<file path="config.mk">
export PLATFORM = sky130hd
export DESIGN_NAME = csma_addr_filter_config_regs
export DESIGN_NICKNAME = d
export VERILOG_FILES = /design/src/csma_cfg_pkg.sv /design/src/csma_addr_filter_config_regs.sv /design/src/cfg_byte_reg.sv /design/src/zero_exp_cca.sv
export VERILOG_INCLUDE_DIRS = /design/src
export SDC_FILE = /design/constraint.sdc
export NUM_CORES = 1
export LEC_CHECK = 0
export BUFFER_PORTS_ARGS = -buffer_cell sky130_fd_sc_hd__buf_4
export CORE_MARGIN = 4
export CORE_UTILIZATION = 49
export DETAILED_ROUTE_END_ITERATION = 12
export GPL_TIMING_DRIVEN = 0
export PLACE_DENSITY = 0.78
export SETUP_SLACK_MARGIN = 0.3
export SYNTH_ARGS = -nofsm -noshare
export SYNTH_HDL_FRONTEND = slang
export SYNTH_SLANG_ARGS = --single-unit
</file>
<file path="constraint.sdc">
create_clock -name aclk -period 2.11 [get_ports aclk]
set_input_delay 0.211 -clock aclk [delete_from_list [all_inputs] [get_ports aclk]]
set_output_delay 0.211 -clock aclk [all_outputs]
set_load 0.005 [all_outputs]
</file>
<file path="src/csma_cfg_defines.svh">
// constants of the csma and address filter configuration bank
// assumes aclk domain; included by the package and the test bench module
`ifndef CSMA_CFG_DEFINES_SVH
`define CSMA_CFG_DEFINES_SVH

// ************************************************************
// register indexes (printed offsets, byte address = index * 4)
// ************************************************************
`define IDX_TIMEOUT_MODE 16'h0011
`define IDX_BACKOFF_WIN 16'h0012
`define IDX_EXP_UNICAST 16'h0013
`define IDX_SHORT_LO 16'h0016
`define IDX_SHORT_HI 16'h0017
`define IDX_NETID_LO 16'h0014
`define IDX_NETID_HI 16'h0015
`define IDX_UNICAST_VAL 16'h000D
`define IDX_CTRL 16'h0020
`define IDX_STATUS 16'h0021

// ************************************************************
// reset values
// ************************************************************
`define RST_TIMEOUT_MODE 8'h00
`define RST_BACKOFF_WIN 8'h20
`define RST_EXP_UNICAST 8'h05
`define RST_SHORT 16'hFFFF
`define RST_NETID 16'hFFFF
`define RST_CSMA0 8'h00

// ************************************************************
// writable bit masks of each byte register
// ************************************************************
`define MASK_TIMEOUT_MODE 8'h01
`define MASK_BACKOFF_WIN 8'h37
`define MASK_EXP_UNICAST 8'h3F
`define MASK_CSMA0 8'h10
`define MASK_CTRL 8'h01

// ************************************************************
// field positions
// ************************************************************
`define BIT_TIMEOUT_SEL 0
`define BIT_UNICAST_VAL 4
`define BIT_AUTO_GO 0
`define FLD_COUNT_HI 2
`define FLD_WIN_HI 5
`define FLD_WIN_LO 4
`define FLD_EXP_HI 3
`define BIT_ZERO_EXP_CCA 4
`define BIT_UNICAST_EN 5

// ************************************************************
// axi responses
// ************************************************************
`define RESP_OKAY 2'b00
`define RESP_SLVERR 2'b10

`endif

</file>
<file path="src/csma_cfg_pkg.sv">
// types of the csma and address filter configuration bank
// assumes the defines header sits in the same folder
package csma_cfg_pkg;
  `include "csma_cfg_defines.svh"

  // csma-ca parameters handed to the csma engine
  typedef struct packed {
    logic [2:0] backoff_count_limit;
    logic [1:0] contention_window;
    logic [3:0] backoff_exp_ceiling;
    logic zero_exp_cca_sel;
    logic unicast_value_enable;
    logic unicast_value;
    logic unicast_eff;
    logic auto_csma_go;
  } csma_param_t;

  // first address filter match conditions
  typedef struct packed {
    logic [15:0] filter_network_id;
    logic [15:0] filter_short_addr;
  } filter_cfg_t;

  // bus slave phases
  typedef enum logic [1:0] {
    ph_idle,
    ph_resp
  } bus_phase_t;
endpackage

</file>
<file path="src/csma_addr_filter_config_regs.sv">
// configuration registers for csma-ca, auto receive, address filter
// assumes an axi4-lite master on aclk; engines sit outside the block
//
// Contract
// - timeout select picks timeout auto receive, only while auto receive mode 0 is enabled
// - zero floor skips cca unless select set
// - unicast value applies only when enabled
// - network identifier compared, resets all ones
// - short address compared, resets all ones
// - backoff window register resets to 0x20
// - exponent register resets to 0x05
// - unicast value bit sits in csma register 0
`timescale 1ns/100ps
module csma_addr_filter_config_regs
  import csma_cfg_pkg::*;
#(
  parameter int ADDR_W = 8,
  parameter int EXP_W = 3
) (
  input wire logic aclk,
  input wire logic aresetn,
  input wire logic [ADDR_W-1:0] s_axi_awaddr,
  input wire logic s_axi_awvalid,
  output logic s_axi_awready,
  input wire logic [31:0] s_axi_wdata,
  input wire logic [3:0] s_axi_wstrb,
  input wire logic s_axi_wvalid,
  output logic s_axi_wready,
  output logic [1:0] s_axi_bresp,
  output logic s_axi_bvalid,
  input wire logic s_axi_bready,
  input wire logic [ADDR_W-1:0] s_axi_araddr,
  input wire logic s_axi_arvalid,
  output logic s_axi_arready,
  output logic [31:0] s_axi_rdata,
  output logic [1:0] s_axi_rresp,
  output logic s_axi_rvalid,
  input wire logic s_axi_rready,
  input wire logic [EXP_W-1:0] backoff_exp_floor,
  input wire logic csma_done,
  input wire logic auto_rx_mode0_en,
  output logic rx_timeout_active,
  output logic cca_required,
  output csma_param_t csma_param,
  output filter_cfg_t filter_cfg
);

  // ************************************************************
  // elaboration checks
  // ************************************************************
  // offsets up to 0x21 times four need eight address bits
  if (ADDR_W < 8) begin : g_bad_addr
    $error("ADDR_W must be at least 8");
  end
  if (EXP_W < 1 || EXP_W > 4) begin : g_bad_exp
    $error("EXP_W must be 1 to 4");
  end

  // ************************************************************
  // write channel capture
  // ************************************************************
  logic aw_held_reg; // write address taken, waiting for data
  logic w_held_reg; // write data taken, waiting for address
  logic [ADDR_W-1:0] awaddr_reg;
  logic [31:0] wdata_reg;
  logic [3:0] wstrb_reg;
  logic bvalid_reg;
  logic [1:0] bresp_reg;
  bus_phase_t rd_phase_reg;
  logic [31:0] rdata_reg;
  logic [1:0] rresp_reg;

  // channels accepted independently, stalled while a response waits
  assign s_axi_awready = !aw_held_reg && !bvalid_reg;
  assign s_axi_wready = !w_held_reg && !bvalid_reg;
  wire aw_fire = s_axi_awvalid && s_axi_awready;
  wire w_fire = s_axi_wvalid && s_axi_wready;
  wire aw_have = aw_held_reg || aw_fire;
  wire w_have = w_held_reg || w_fire;
  wire wr_go = aw_have && w_have;
  wire [ADDR_W-1:0] wr_addr = aw_held_reg ? awaddr_reg : s_axi_awaddr;
  wire [31:0] wr_data = w_held_reg ? wdata_reg : s_axi_wdata;
  wire [3:0] wr_strb = w_held_reg ? wstrb_reg : s_axi_wstrb;
  // word index; low two bits of byte address are ignored
  wire [15:0] wr_idx = 16'(wr_addr[ADDR_W-1:2]);
  wire wr_lane0 = wr_go && wr_strb[0];

  // ************************************************************
  // write decode
  // ************************************************************
  wire we_timeout = wr_lane0 && (wr_idx == `IDX_TIMEOUT_MODE);
  wire we_win = wr_lane0 && (wr_idx == `IDX_BACKOFF_WIN);
  wire we_exp = wr_lane0 && (wr_idx == `IDX_EXP_UNICAST);
  wire we_csma0 = wr_lane0 && (wr_idx == `IDX_UNICAST_VAL);
  wire we_short_lo = wr_lane0 && (wr_idx == `IDX_SHORT_LO);
  wire we_short_hi = wr_lane0 && (wr_idx == `IDX_SHORT_HI);
  wire we_net_lo = wr_lane0 && (wr_idx == `IDX_NETID_LO);
  wire we_net_hi = wr_lane0 && (wr_idx == `IDX_NETID_HI);
  wire we_ctrl = wr_lane0 && (wr_idx == `IDX_CTRL);
  wire wr_mapped = (wr_idx == `IDX_TIMEOUT_MODE) ||
    (wr_idx == `IDX_BACKOFF_WIN) || (wr_idx == `IDX_EXP_UNICAST) ||
    (wr_idx == `IDX_UNICAST_VAL) || (wr_idx == `IDX_SHORT_LO) ||
    (wr_idx == `IDX_SHORT_HI) || (wr_idx == `IDX_NETID_LO) ||
    (wr_idx == `IDX_NETID_HI) || (wr_idx == `IDX_CTRL) ||
    (wr_idx == `IDX_STATUS);

  // ************************************************************
  // register storage
  // ************************************************************
  logic [7:0] timeout_q;
  logic [7:0] win_q;
  logic [7:0] exp_q;
  logic [7:0] csma0_q;
  logic [7:0] short_lo_q;
  logic [7:0] short_hi_q;
  logic [7:0] net_lo_q;
  logic [7:0] net_hi_q;

  // timeout select register, only bit 0 kept
  cfg_byte_reg #(.RESET_VAL(`RST_TIMEOUT_MODE),
    .WMASK(`MASK_TIMEOUT_MODE)) u_timeout (
    .aclk(aclk), .aresetn(aresetn), .wr_en(we_timeout),
    .wr_data(wr_data[7:0]), .q(timeout_q));
  // count limit and window, reset 0x20
  cfg_byte_reg #(.RESET_VAL(`RST_BACKOFF_WIN),
    .WMASK(`MASK_BACKOFF_WIN)) u_win (
    .aclk(aclk), .aresetn(aresetn), .wr_en(we_win),
    .wr_data(wr_data[7:0]), .q(win_q));
  // exponent ceiling, zero-exp cca, unicast enable, reset 0x05
  cfg_byte_reg #(.RESET_VAL(`RST_EXP_UNICAST),
    .WMASK(`MASK_EXP_UNICAST)) u_exp (
    .aclk(aclk), .aresetn(aresetn), .wr_en(we_exp),
    .wr_data(wr_data[7:0]), .q(exp_q));
  // unicast value bit only; other csma0 bits live elsewhere
  cfg_byte_reg #(.RESET_VAL(`RST_CSMA0),
    .WMASK(`MASK_CSMA0)) u_csma0 (
    .aclk(aclk), .aresetn(aresetn), .wr_en(we_csma0),
    .wr_data(wr_data[7:0]), .q(csma0_q));
  // short address bytes, reset all ones
  cfg_byte_reg #(.RESET_VAL(8'(`RST_SHORT)),
    .WMASK(8'hFF)) u_short_lo (
    .aclk(aclk), .aresetn(aresetn), .wr_en(we_short_lo),
    .wr_data(wr_data[7:0]), .q(short_lo_q));
  cfg_byte_reg #(.RESET_VAL(8'(`RST_SHORT >> 8)),
    .WMASK(8'hFF)) u_short_hi (
    .aclk(aclk), .aresetn(aresetn), .wr_en(we_short_hi),
    .wr_data(wr_data[7:0]), .q(short_hi_q));
  // network identifier bytes, reset all ones
  cfg_byte_reg #(.RESET_VAL(8'(`RST_NETID)),
    .WMASK(8'hFF)) u_net_lo (
    .aclk(aclk), .aresetn(aresetn), .wr_en(we_net_lo),
    .wr_data(wr_data[7:0]), .q(net_lo_q));
  cfg_byte_reg #(.RESET_VAL(8'(`RST_NETID >> 8)),
    .WMASK(8'hFF)) u_net_hi (
    .aclk(aclk), .aresetn(aresetn), .wr_en(we_net_hi),
    .wr_data(wr_data[7:0]), .q(net_hi_q));

  // ************************************************************
  // csma start bit
  // ************************************************************
  logic go_reg;
  logic go_next;
  // writing 1 sets; writing 0 does nothing; completion clears.
  // a set in the completion cycle wins so a new start is not lost
  wire go_set = we_ctrl && wr_data[`BIT_AUTO_GO];
  assign go_next = go_set ? 1'b1 : (csma_done ? 1'b0 : go_reg);

  // start bit storage
  always_ff @(posedge aclk) begin
    if (!aresetn) begin
      go_reg <= 1'b0;
    end else begin
      go_reg <= go_next;
    end
  end

  // ************************************************************
  // field outputs
  // ************************************************************
  wire rx_timeout_sel = timeout_q[`BIT_TIMEOUT_SEL];
  // timeout variant only while auto receive mode 0 is enabled
  assign rx_timeout_active = rx_timeout_sel && auto_rx_mode0_en;

  assign csma_param.backoff_count_limit = win_q[`FLD_COUNT_HI:0];
  assign csma_param.contention_window =
    win_q[`FLD_WIN_HI:`FLD_WIN_LO];
  assign csma_param.backoff_exp_ceiling = exp_q[`FLD_EXP_HI:0];
  assign csma_param.zero_exp_cca_sel = exp_q[`BIT_ZERO_EXP_CCA];
  assign csma_param.unicast_value_enable = exp_q[`BIT_UNICAST_EN];
  assign csma_param.unicast_value = csma0_q[`BIT_UNICAST_VAL];
  // disabled handling forces the effective value to zero
  assign csma_param.unicast_eff = exp_q[`BIT_UNICAST_EN] &&
    csma0_q[`BIT_UNICAST_VAL];
  assign csma_param.auto_csma_go = go_reg;
  assign filter_cfg.filter_network_id = {net_hi_q, net_lo_q};
  assign filter_cfg.filter_short_addr = {short_hi_q, short_lo_q};

  // cca decision for the zero floor case
  zero_exp_cca #(.EXP_W(EXP_W)) u_cca (
    .backoff_exp_floor(backoff_exp_floor),
    .zero_exp_cca_sel(exp_q[`BIT_ZERO_EXP_CCA]),
    .cca_do(cca_required));

  // ************************************************************
  // write response
  // ************************************************************
  // hold halves of a write until both have arrived
  always_ff @(posedge aclk) begin
    if (!aresetn) begin
      aw_held_reg <= 1'b0;
      w_held_reg <= 1'b0;
      awaddr_reg <= '0;
      wdata_reg <= '0;
      wstrb_reg <= '0;
    end else begin
      aw_held_reg <= aw_have && !wr_go;
      w_held_reg <= w_have && !wr_go;
      if (aw_fire) begin
        awaddr_reg <= s_axi_awaddr;
      end
      if (w_fire) begin
        wdata_reg <= s_axi_wdata;
        wstrb_reg <= s_axi_wstrb;
      end
    end
  end

  // response one cycle after both halves; unmapped gets slverr
  always_ff @(posedge aclk) begin
    if (!aresetn) begin
      bvalid_reg <= 1'b0;
      bresp_reg <= `RESP_OKAY;
    end else if (wr_go) begin
      bvalid_reg <= 1'b1;
      bresp_reg <= wr_mapped ? `RESP_OKAY : `RESP_SLVERR;
    end else if (s_axi_bready) begin
      bvalid_reg <= 1'b0;
    end
  end
  assign s_axi_bvalid = bvalid_reg;
  assign s_axi_bresp = bresp_reg;

  // ************************************************************
  // read path
  // ************************************************************
  assign s_axi_arready = (rd_phase_reg == ph_idle);
  wire ar_fire = s_axi_arvalid && s_axi_arready;
  wire [15:0] rd_idx = 16'(s_axi_araddr[ADDR_W-1:2]);
  // status word: the start bit as the engine sees it
  wire [7:0] status_q = {7'h00, go_reg};
  logic [7:0] rd_byte;
  logic rd_hit;

  // read mux; fixed-zero bits come out as stored zeros
  always_comb begin
    rd_byte = 8'h00;
    rd_hit = 1'b1;
    case (rd_idx)
      `IDX_TIMEOUT_MODE: rd_byte = timeout_q;
      `IDX_BACKOFF_WIN: rd_byte = win_q;
      `IDX_EXP_UNICAST: rd_byte = exp_q;
      `IDX_UNICAST_VAL: rd_byte = csma0_q;
      `IDX_SHORT_LO: rd_byte = short_lo_q;
      `IDX_SHORT_HI: rd_byte = short_hi_q;
      `IDX_NETID_LO: rd_byte = net_lo_q;
      `IDX_NETID_HI: rd_byte = net_hi_q;
      `IDX_CTRL: rd_byte = 8'h00; // start bit is write-only
      `IDX_STATUS: rd_byte = status_q;
      default: rd_hit = 1'b0;
    endcase
  end

  // read phase machine: one read in flight
  always_ff @(posedge aclk) begin
    if (!aresetn) begin
      rd_phase_reg <= ph_idle;
      rdata_reg <= '0;
      rresp_reg <= `RESP_OKAY;
    end else begin
      case (rd_phase_reg)
        ph_idle: begin
          if (ar_fire) begin
            rd_phase_reg <= ph_resp;
            rdata_reg <= {24'h000000, rd_byte};
            rresp_reg <= rd_hit ? `RESP_OKAY : `RESP_SLVERR;
          end
        end
        ph_resp: begin
          if (s_axi_rready) begin
            rd_phase_reg <= ph_idle;
          end
        end
        default: rd_phase_reg <= ph_idle;
      endcase
    end
  end
  assign s_axi_rvalid = (rd_phase_reg == ph_resp);
  assign s_axi_rdata = rdata_reg;
  assign s_axi_rresp = rresp_reg;

endmodule // csma_addr_filter_config_regs

</file>
<file path="src/cfg_byte_reg.sv">
// one byte of configuration storage with writable-bit mask
// assumes aclk domain, synchronous active low reset
`timescale 1ns/100ps
module cfg_byte_reg #(
  parameter logic [7:0] RESET_VAL = 8'h00,
  parameter logic [7:0] WMASK = 8'hFF
) (
  input wire logic aclk,
  input wire logic aresetn,
  input wire logic wr_en,
  input wire logic [7:0] wr_data,
  output logic [7:0] q
);
  logic [7:0] q_reg;
  logic [7:0] q_next;

  // fixed-zero bits ignore writes and read back zero
  assign q_next = wr_en ? (wr_data & WMASK) : q_reg;
  assign q = q_reg;

  // storage
  always_ff @(posedge aclk) begin
    if (!aresetn) begin
      q_reg <= RESET_VAL & WMASK;
    end else begin
      q_reg <= q_next;
    end
  end
endmodule // cfg_byte_reg

</file>
<file path="src/zero_exp_cca.sv">
// decides whether the csma engine runs cca for an exponent
// assumes combinational use inside the aclk domain
`timescale 1ns/100ps
module zero_exp_cca #(
  parameter int EXP_W = 3
) (
  input wire logic [EXP_W-1:0] backoff_exp_floor,
  input wire logic zero_exp_cca_sel,
  output logic cca_do
);
  // a zero floor skips cca unless the select bit asks for it
  assign cca_do = (backoff_exp_floor != '0) | zero_exp_cca_sel;
endmodule // zero_exp_cca

</file>
==> reports/qor.yml, run 1 <==
floorplan:
  die_x_microns: 96.8
  start_util: 0.503
  fp-row-count: 32
  die_h_microns: 96.8
  die_area_sq_um: 9380
  pin_count: 153
  coreArea_sq_um: 7690
worst_hold_path:
  hold_path_class: "primary input to register"
  hold_depth: 3
  hold_start: "s_axi_wdata[4]"
  min_to: "wdata_reg[4]$_SDFFE_PN0P_"
clock_network:
  cts_buffers: 9
  cts_sinks: 75
  clock_latency_ns: 0.35
  clock-root-buffer: "clkbuf_8"
  cts_tree: "done"
  cts_max_level: 3
  cts.reportedPaths.clkPinSlew_ns: 0.08
  cts_buffer_depth: 2
synthesis:
  syn_area_sq_um: 3870
  synthFlopType: "dfxtp_1"
  ys_ff_latch: 75
  synth-seq-area-share: 0.388
  synth-edff-count: 0
  synthDistinctLibCells: 58
  yosysWarnings: 0
  synth_cells: 401
  synthArstFlopShare: 0
  avgSynthCellArea_sq_um: 9.64
placement:
  port_buffers: 94
  dpl.cell_count: 622
  hpwl_microns: 8170
  gp_congestion: 0.913
detailed_routing:
  wl_per_cell_microns: 17.7
  dr.pass1.iters: 5
  initialDrtViolationCount: 259
  routed_via_density: 5.52
  drc: 0
  ant_nets: 0
  postRouteWirelength_microns: 11400
  vias: 3569
global_routing:
  grt_overflow: 0
  antenna_found_initial: 0
  grt_max_degree: 14
  grt_pass1_wl_microns: 18100
  grtUsageTotal: 0.237
  grt_pass1_vias: 3586
worst_setup_path:
  crit-reg2reg-launch: "aw_held_reg$_SDFF_PN0_"
  path_class: "register to register"
  cp_cell_sequence: "buf_6, or3_4, a211oi_4, buf_12, nand3_4, mux2i_2"
  startpoint_type: "register"
  rrSetupSlack_ns: 0.31
  arrival_ns: 2.04
  r2r_end: "u_exp.q[4]$_SDFFE_PN0P_"
  r2r_cells: 6
  slowest_stage: "dfxtp_4"
  cp_max_fo: 9
  cp-end-kind: "register"
  max_stage_delay_ns: 0.38
  required_ns: 2.35
pwr:
  vdd_drop_max_uv: 407
  power_uw: 3140
  power_density_nw_per_um2: 611
  leakage_uw: 0.00241
timing:
  skew_ns: 0.0108
  worst_pin_slew_ns: 0.725
  finalSetupViolations: 0
  finalHoldViolCount: 0
  fmax_mhz: 555
  setup-tns-final_ns: 0
  maxSlewViolCount: 0
  relSlewSlack: 0.516
  rsz0062_at_grt: "true"
  period_share: 0.855
  period_minus_slack_ns: 1.80
outcome:
  status: "complete, no violations"
final_layout:
  syn_to_final_growth_pct: 33.1
  final_nets: 603
  fin_cells: 646
  fillers: 640
  drive_gt1_frac: 0.344
  diodes: 0
run:
  maxCapViolations: 0
-- cells by family (layout without fill, tap and decap cells) --
group,Yosys count,count (layout),synth area share
other,1,26,0.000970
buffers and inverters,53,171,0.0802
muxes,70,70,0.207
DFF,75,75,0.388
and+or+nand+nor,146,146,0.205
AOI/OAI and AO/OA,56,56,0.118
-- how the worst max path moves through the flow --
| stage | startpoint | endpoint | slack, ns | cells past startpoint |
|---|---|---|---|---|
| after floorplan | aw_held_reg$_SDFF_PN0_ | u_exp.q[3]$_SDFFE_PN0P_ | 0.42 | 5 |
| after global placement | s_axi_araddr[3] | s_axi_rdata[2]$_SDFFE_PN0P_ | 0.07 | 5 |
| after detailed placement | s_axi_araddr[3] | s_axi_rdata[1]$_SDFFE_PN0P_ | 0.04 | 5 |
| after CTS | aw_held_reg$_SDFF_PN0_ | u_short_lo.q[7]$_SDFFE_PN1P_ | 0.34 | 4 |
| after global routing | aw_held_reg$_SDFF_PN0_ | u_exp.q[4]$_SDFFE_PN0P_ | 0.25 | 6 |
| final | aw_held_reg$_SDFF_PN0_ | u_exp.q[4]$_SDFFE_PN0P_ | 0.31 | 6 |
-- through the flow --
stage	cell area [sq um]	setup WS [ns]	utilization	hold slack, ns
after floorplan	3960	0.417	-	0.347
after global placement	4790	0.0684	0.624	0.448
after detailed placement	4790	0.0377	0.624	0.453
after CTS	5100	0.336	0.664	0.104
after global routing	5150	0.247	0.670	0.123
final	5150	0.307	0.670	0.112
-- synth_stat cells, drive strengths merged, types with 4 or more instances --
cell type	number	share of area
dfxtp	75	0.39
nor2	65	0.063
mux2i	61	0.16
buf	37	0.065
nand2	18	0.019
nand3	12	0.028
clkbuf	11	0.011
and2	10	0.016
o21ai	9	0.012
a211oi	8	0.022
a21oi	8	0.013
mux4	8	0.047
nand2b	7	0.011
nand3b	7	0.014
a221oi	5	0.013
inv	5	0.0049
or3b	5	0.011
nor2b	4	0.0065
-- final cells by class --
cell class                      count  area [sq um]  share of cell area
Buffer                             48           302              0.0586
Sequential cell                    75          1510               0.292
Tap cell                          102           128              0.0248
Clock inverter                      6          63.8              0.0124
Inverter                            5          18.8             0.00365
Clock buffer                       10           138              0.0267
Multi-Input combinational cell    298          2190               0.426
Timing Repair Buffer              102           803               0.156
-- critical path: cells and delay by family, from the launching register on --
family	cells	cell delay (ns)
mux	1	0.22
simple gates	2	0.50
flops	1	0.38
compound gates	1	0.30
buf+inv	2	0.30
-- repair_timing --
item,4_1_cts,5_1_grt
gates resized for setup,10,9
pin swaps,6,4
setup endpoints to repair,47,24
hold buffers,0,0
buffers inserted,5,3
-- routing by layer --
layer	share of wire	wire [microns]	track usage	up-vias
met5	0	0	0	-
met4	0.017	195	0.0778	0
met3	0.090	1030	0.0858	21
met2	0.47	5350	0.384	192
met1	0.42	4840	0.293	1696
li1	-	-	-	1660
-- cell usage in the layout, fill, tap and decap left out, drive strengths merged, types with 2 or more instances in the layout --
cell      netlist  final
a21oi           8      8
and2           10     10
mux4            8      8
nor3b           3      3
a21o            3      3
nand3b          7      7
nand2b          7      7
a22oi           3      3
o21ai           9      9
mux2i          61     61
nor3            2      2
or3b            5      5
a222oi          2      2
nand3          12     12
nand2          18     18
a31o            2      2
a211oi          8      8
or3             2      2
and3            3      3
buf            37    139
clkbuf         11     21
inv             5      6
clkinvlp        0      2
a221oi          5      5
dfxtp          75     75
o31ai           2      2
nor2           65     65
nor2b           4      4
a311oi          2      2
and4b           3      3
clkinv          0      2
conb            1     26
-- report_power, final --
group	switching, uW	leakage [uW]	internal, uW
combinational	281	0.00170	243
clock	557	0.0000987	578
sequential	33.7	0.000610	1450
Note: power is estimated with default switching activity, not from simulation.
==> run 2, diff against run 1 <==
--- a/config.mk
+++ b/config.mk
@@ -7,11 +7,13 @@
 export NUM_CORES = 1
 export LEC_CHECK = 0
 export BUFFER_PORTS_ARGS = -buffer_cell sky130_fd_sc_hd__buf_4
+export CELL_PAD_IN_SITES_DETAIL_PLACEMENT = 0
+export CELL_PAD_IN_SITES_GLOBAL_PLACEMENT = 2
 export CORE_MARGIN = 4
-export CORE_UTILIZATION = 49
+export CORE_UTILIZATION = 28
 export DETAILED_ROUTE_END_ITERATION = 12
 export GPL_TIMING_DRIVEN = 0
-export PLACE_DENSITY = 0.78
+export PLACE_DENSITY = 0.76
 export SETUP_SLACK_MARGIN = 0.3
 export SYNTH_ARGS = -nofsm -noshare
 export SYNTH_HDL_FRONTEND = slang
==> run 2 against run 1 <==
Net effect: sequential share of layout area shrank 1.1 points; worst hold slack better by 0.015 ns; sequential cell count stayed put.
==> reports/qor.yml, run 2 (synthesized netlist as in run 1, its figures left out) <==
clock_network:
  cts_buffer_depth: 2  # unchanged
  clock-root-buffer: "clkbuf_16"
  cts_tree: "done"
  cts.reportedPaths.clkPinSlew_ns: 0.06  # -0.02 ns
  clock_latency_ns: 0.34  # about the same
  holdBufCountCts: 0  # unchanged
  cts_sinks: 75  # unchanged
  cts_max_level: 3  # unchanged
  cts_buffers: 9  # unchanged
worst_setup_path:
  crit-reg2reg-launch: "aw_held_reg$_SDFF_PN0_"
  cp_cell_sequence: "or3b_4, a221oi_4, nand2_4, mux2i_1"
  cp.depth: 4  # -2
  crit_family: "simple AND/OR/NAND/NOR gates"
  slowest_stage: "or3b_4"
  worstSetupEndpoint: "u_short_lo.q[7]$_SDFFE_PN1P_"
  cp-end-kind: "register"
  max_stage_delay_ns: 0.43  # +0.05 ns
  startpoint: "aw_held_reg$_SDFF_PN0_"
  rrSetupSlack_ns: 0.36  # +0.05 ns
  crit_buf_inv: 0  # -2
  path_class: "register to register"
  cp_max_fo: 8  # -1
  startpoint_type: "register"
  r2r_end: "u_short_lo.q[7]$_SDFFE_PN1P_"
  arrival_ns: 1.94  # -0.10 ns
  r2r_cells: 4  # -2
  required_ns: 2.30  # -0.05 ns
final_layout:
  drive_gt1_frac: 0.345  # +0.00127
  multi_input_area_sq_um: 2210  # +0.86%
  seq_area_sq_um: 1510  # unchanged
  fillers: 1350  # +110%
  syn_to_final_growth_pct: 38.1
  final_nets: 601  # -0.33%
  stdcell_area_sq_um: 5340  # +3.7%
  final_cell_mix: "buf_4, dfxtp_1, nor2_1"
  final_common_cell: "buf_4"
  diodes: 0  # unchanged
floorplan:
  die_x_microns: 126  # +30%
  die_h_microns: 126  # +30%
  start_util: 0.289  # -0.214
  coreArea_sq_um: 13400  # +74%
  die_area_sq_um: 15800  # +68%
  pin_count: 153  # unchanged
  fp-row-count: 42  # +31%
timing:
  finalSetupViolations: 0  # unchanged
  relSlewSlack: 0.450  # -0.0665
  skew_ns: 0.00663  # -0.00415 ns
  rsz0062_at_grt: "true"
  worst_pin_slew_ns: 0.825  # +0.0998 ns
  finalHoldViolCount: 0  # unchanged
  hold_ws_ns: 0.126  # +0.0148 ns
  fmax_mhz: 571  # +2.9%
  maxSlewViolCount: 0  # unchanged
  period_minus_slack_ns: 1.75  # -0.0514 ns
  period_share: 0.830  # -0.0244
detailed_routing:
  ant_nets: 0  # unchanged
  routed_via_density: 4.71  # -15%
  initialDrtViolationCount: 111  # -57%
  postRouteWirelength_microns: 12400  # +9.1%
  vias: 3381  # -5.3%
  drc: 0  # unchanged
  dr.pass1.iters: 4  # -1
  wl_per_cell_microns: 17.3  # -1.9%
pwr:
  switching_share: 0.272  # -0.00449
  net-switching-power_uw: 950  # +9.1%
  power.share.combinational: 0.154  # -0.012
  p_seq_frac: 0.427  # -0.046
  internal-power_uw: 2540  # +12%
  leakage_uw: 0.00245  # +1.8%
  clock_power_share: 0.419  # +0.058
  power_density_nw_per_um2: 653  # +6.9%
  vdd_drop_max_uv: 366  # -9.9%
global_routing:
  grtUsageTotal: 0.153  # -0.0845
  grt_pass1_vias: 3289  # -8.3%
  grt_overflow: 0  # unchanged
  antenna_found_initial: 0  # unchanged
  grt_pass1_wl_microns: 19000  # +5.1%
  grt_max_degree: 14  # unchanged
outcome:
  status: "complete, no violations"
run:
  maxCapViolations: 0  # unchanged
placement:
  dpl-instance-area_sq_um: 4890  # +1.9%
  gp_congestion: 0.807  # -12%
  port_buffers: 94  # unchanged
  hpwl_microns: 9230  # +13%
worst_hold_path:
  hold_path_class: "primary input to register"
[run 2: layout make-up]
type	instances	area share
Buffer	48	0.0574
Clock buffer	11	0.0454
Clock inverter	5	0.00703
Inverter	5	0.00351
Multi-Input combinational cell	298	0.414
Sequential cell	75	0.282
Tap cell	176	0.0412
Timing Repair Buffer	100	0.150
[run 2: tightest hold or removal path, stage by stage]
cell     delay, ns
buf_4         0.08
mux2i_1       0.06
nor2_1        0.07
[run 2: repair_timing]
item	CTS	global route
endpoints found under the hold margin	0	0
buffers inserted	4	2
setup endpoints to repair	48	34
resized for setup	10	15
pin swaps	6	2
[run 2: metrics by stage]
stage,setup TNS [ns],worst slack [ns],total power [uW],instances,util
after floorplan,0,0.417,1820,426,-
after global placement,-0.0502,-0.0441,2000,696,0.365
after detailed placement,-0.0405,-0.0405,2010,696,0.365
after CTS,0,0.295,3480,716,0.393
after global routing,0,0.269,3630,718,0.399
final,0,0.358,3490,718,0.399
[run 2: worst min-delay path by stage]
stage,start,endpoint,slack [ns],cells past startpoint
after floorplan,s_axi_awaddr[5],awaddr_reg[5]$_SDFFE_PN0P_,0.35,2
after global placement,s_axi_rresp[1]$_SDFFE_PN0P_,s_axi_rresp[1]$_SDFFE_PN0P_,0.45,2
after detailed placement,s_axi_rresp[1]$_SDFFE_PN0P_,s_axi_rresp[1]$_SDFFE_PN0P_,0.45,2
after CTS,s_axi_wdata[6],wdata_reg[6]$_SDFFE_PN0P_,0.13,3
after global routing,csma_done,go_reg$_SDFFE_PN0P_,0.14,3
final,s_axi_wdata[6],wdata_reg[6]$_SDFFE_PN0P_,0.13,3
[run 2: routing by layer]
metal | wire [microns] | global-route usage | up-vias
met5 | 0 | 0 | -
met2 | 5720 | 0.241 | 107
met3 | 742 | 0.0247 | 12
li1 | - | - | 1661
met4 | 156 | 0.0510 | 0
met1 | 5820 | 0.213 | 1601
[run 2: power by group through the flow]
stage	Clock (uW)	Sequential (uW)	Combinational, uW
5_1_grt	1550	1490	586
2_1_floorplan	0	1510	311
3_5_place_dp	0	1520	489
6_report	1460	1490	538
4_1_cts	1480	1490	513
3_3_place_gp	0	1520	486
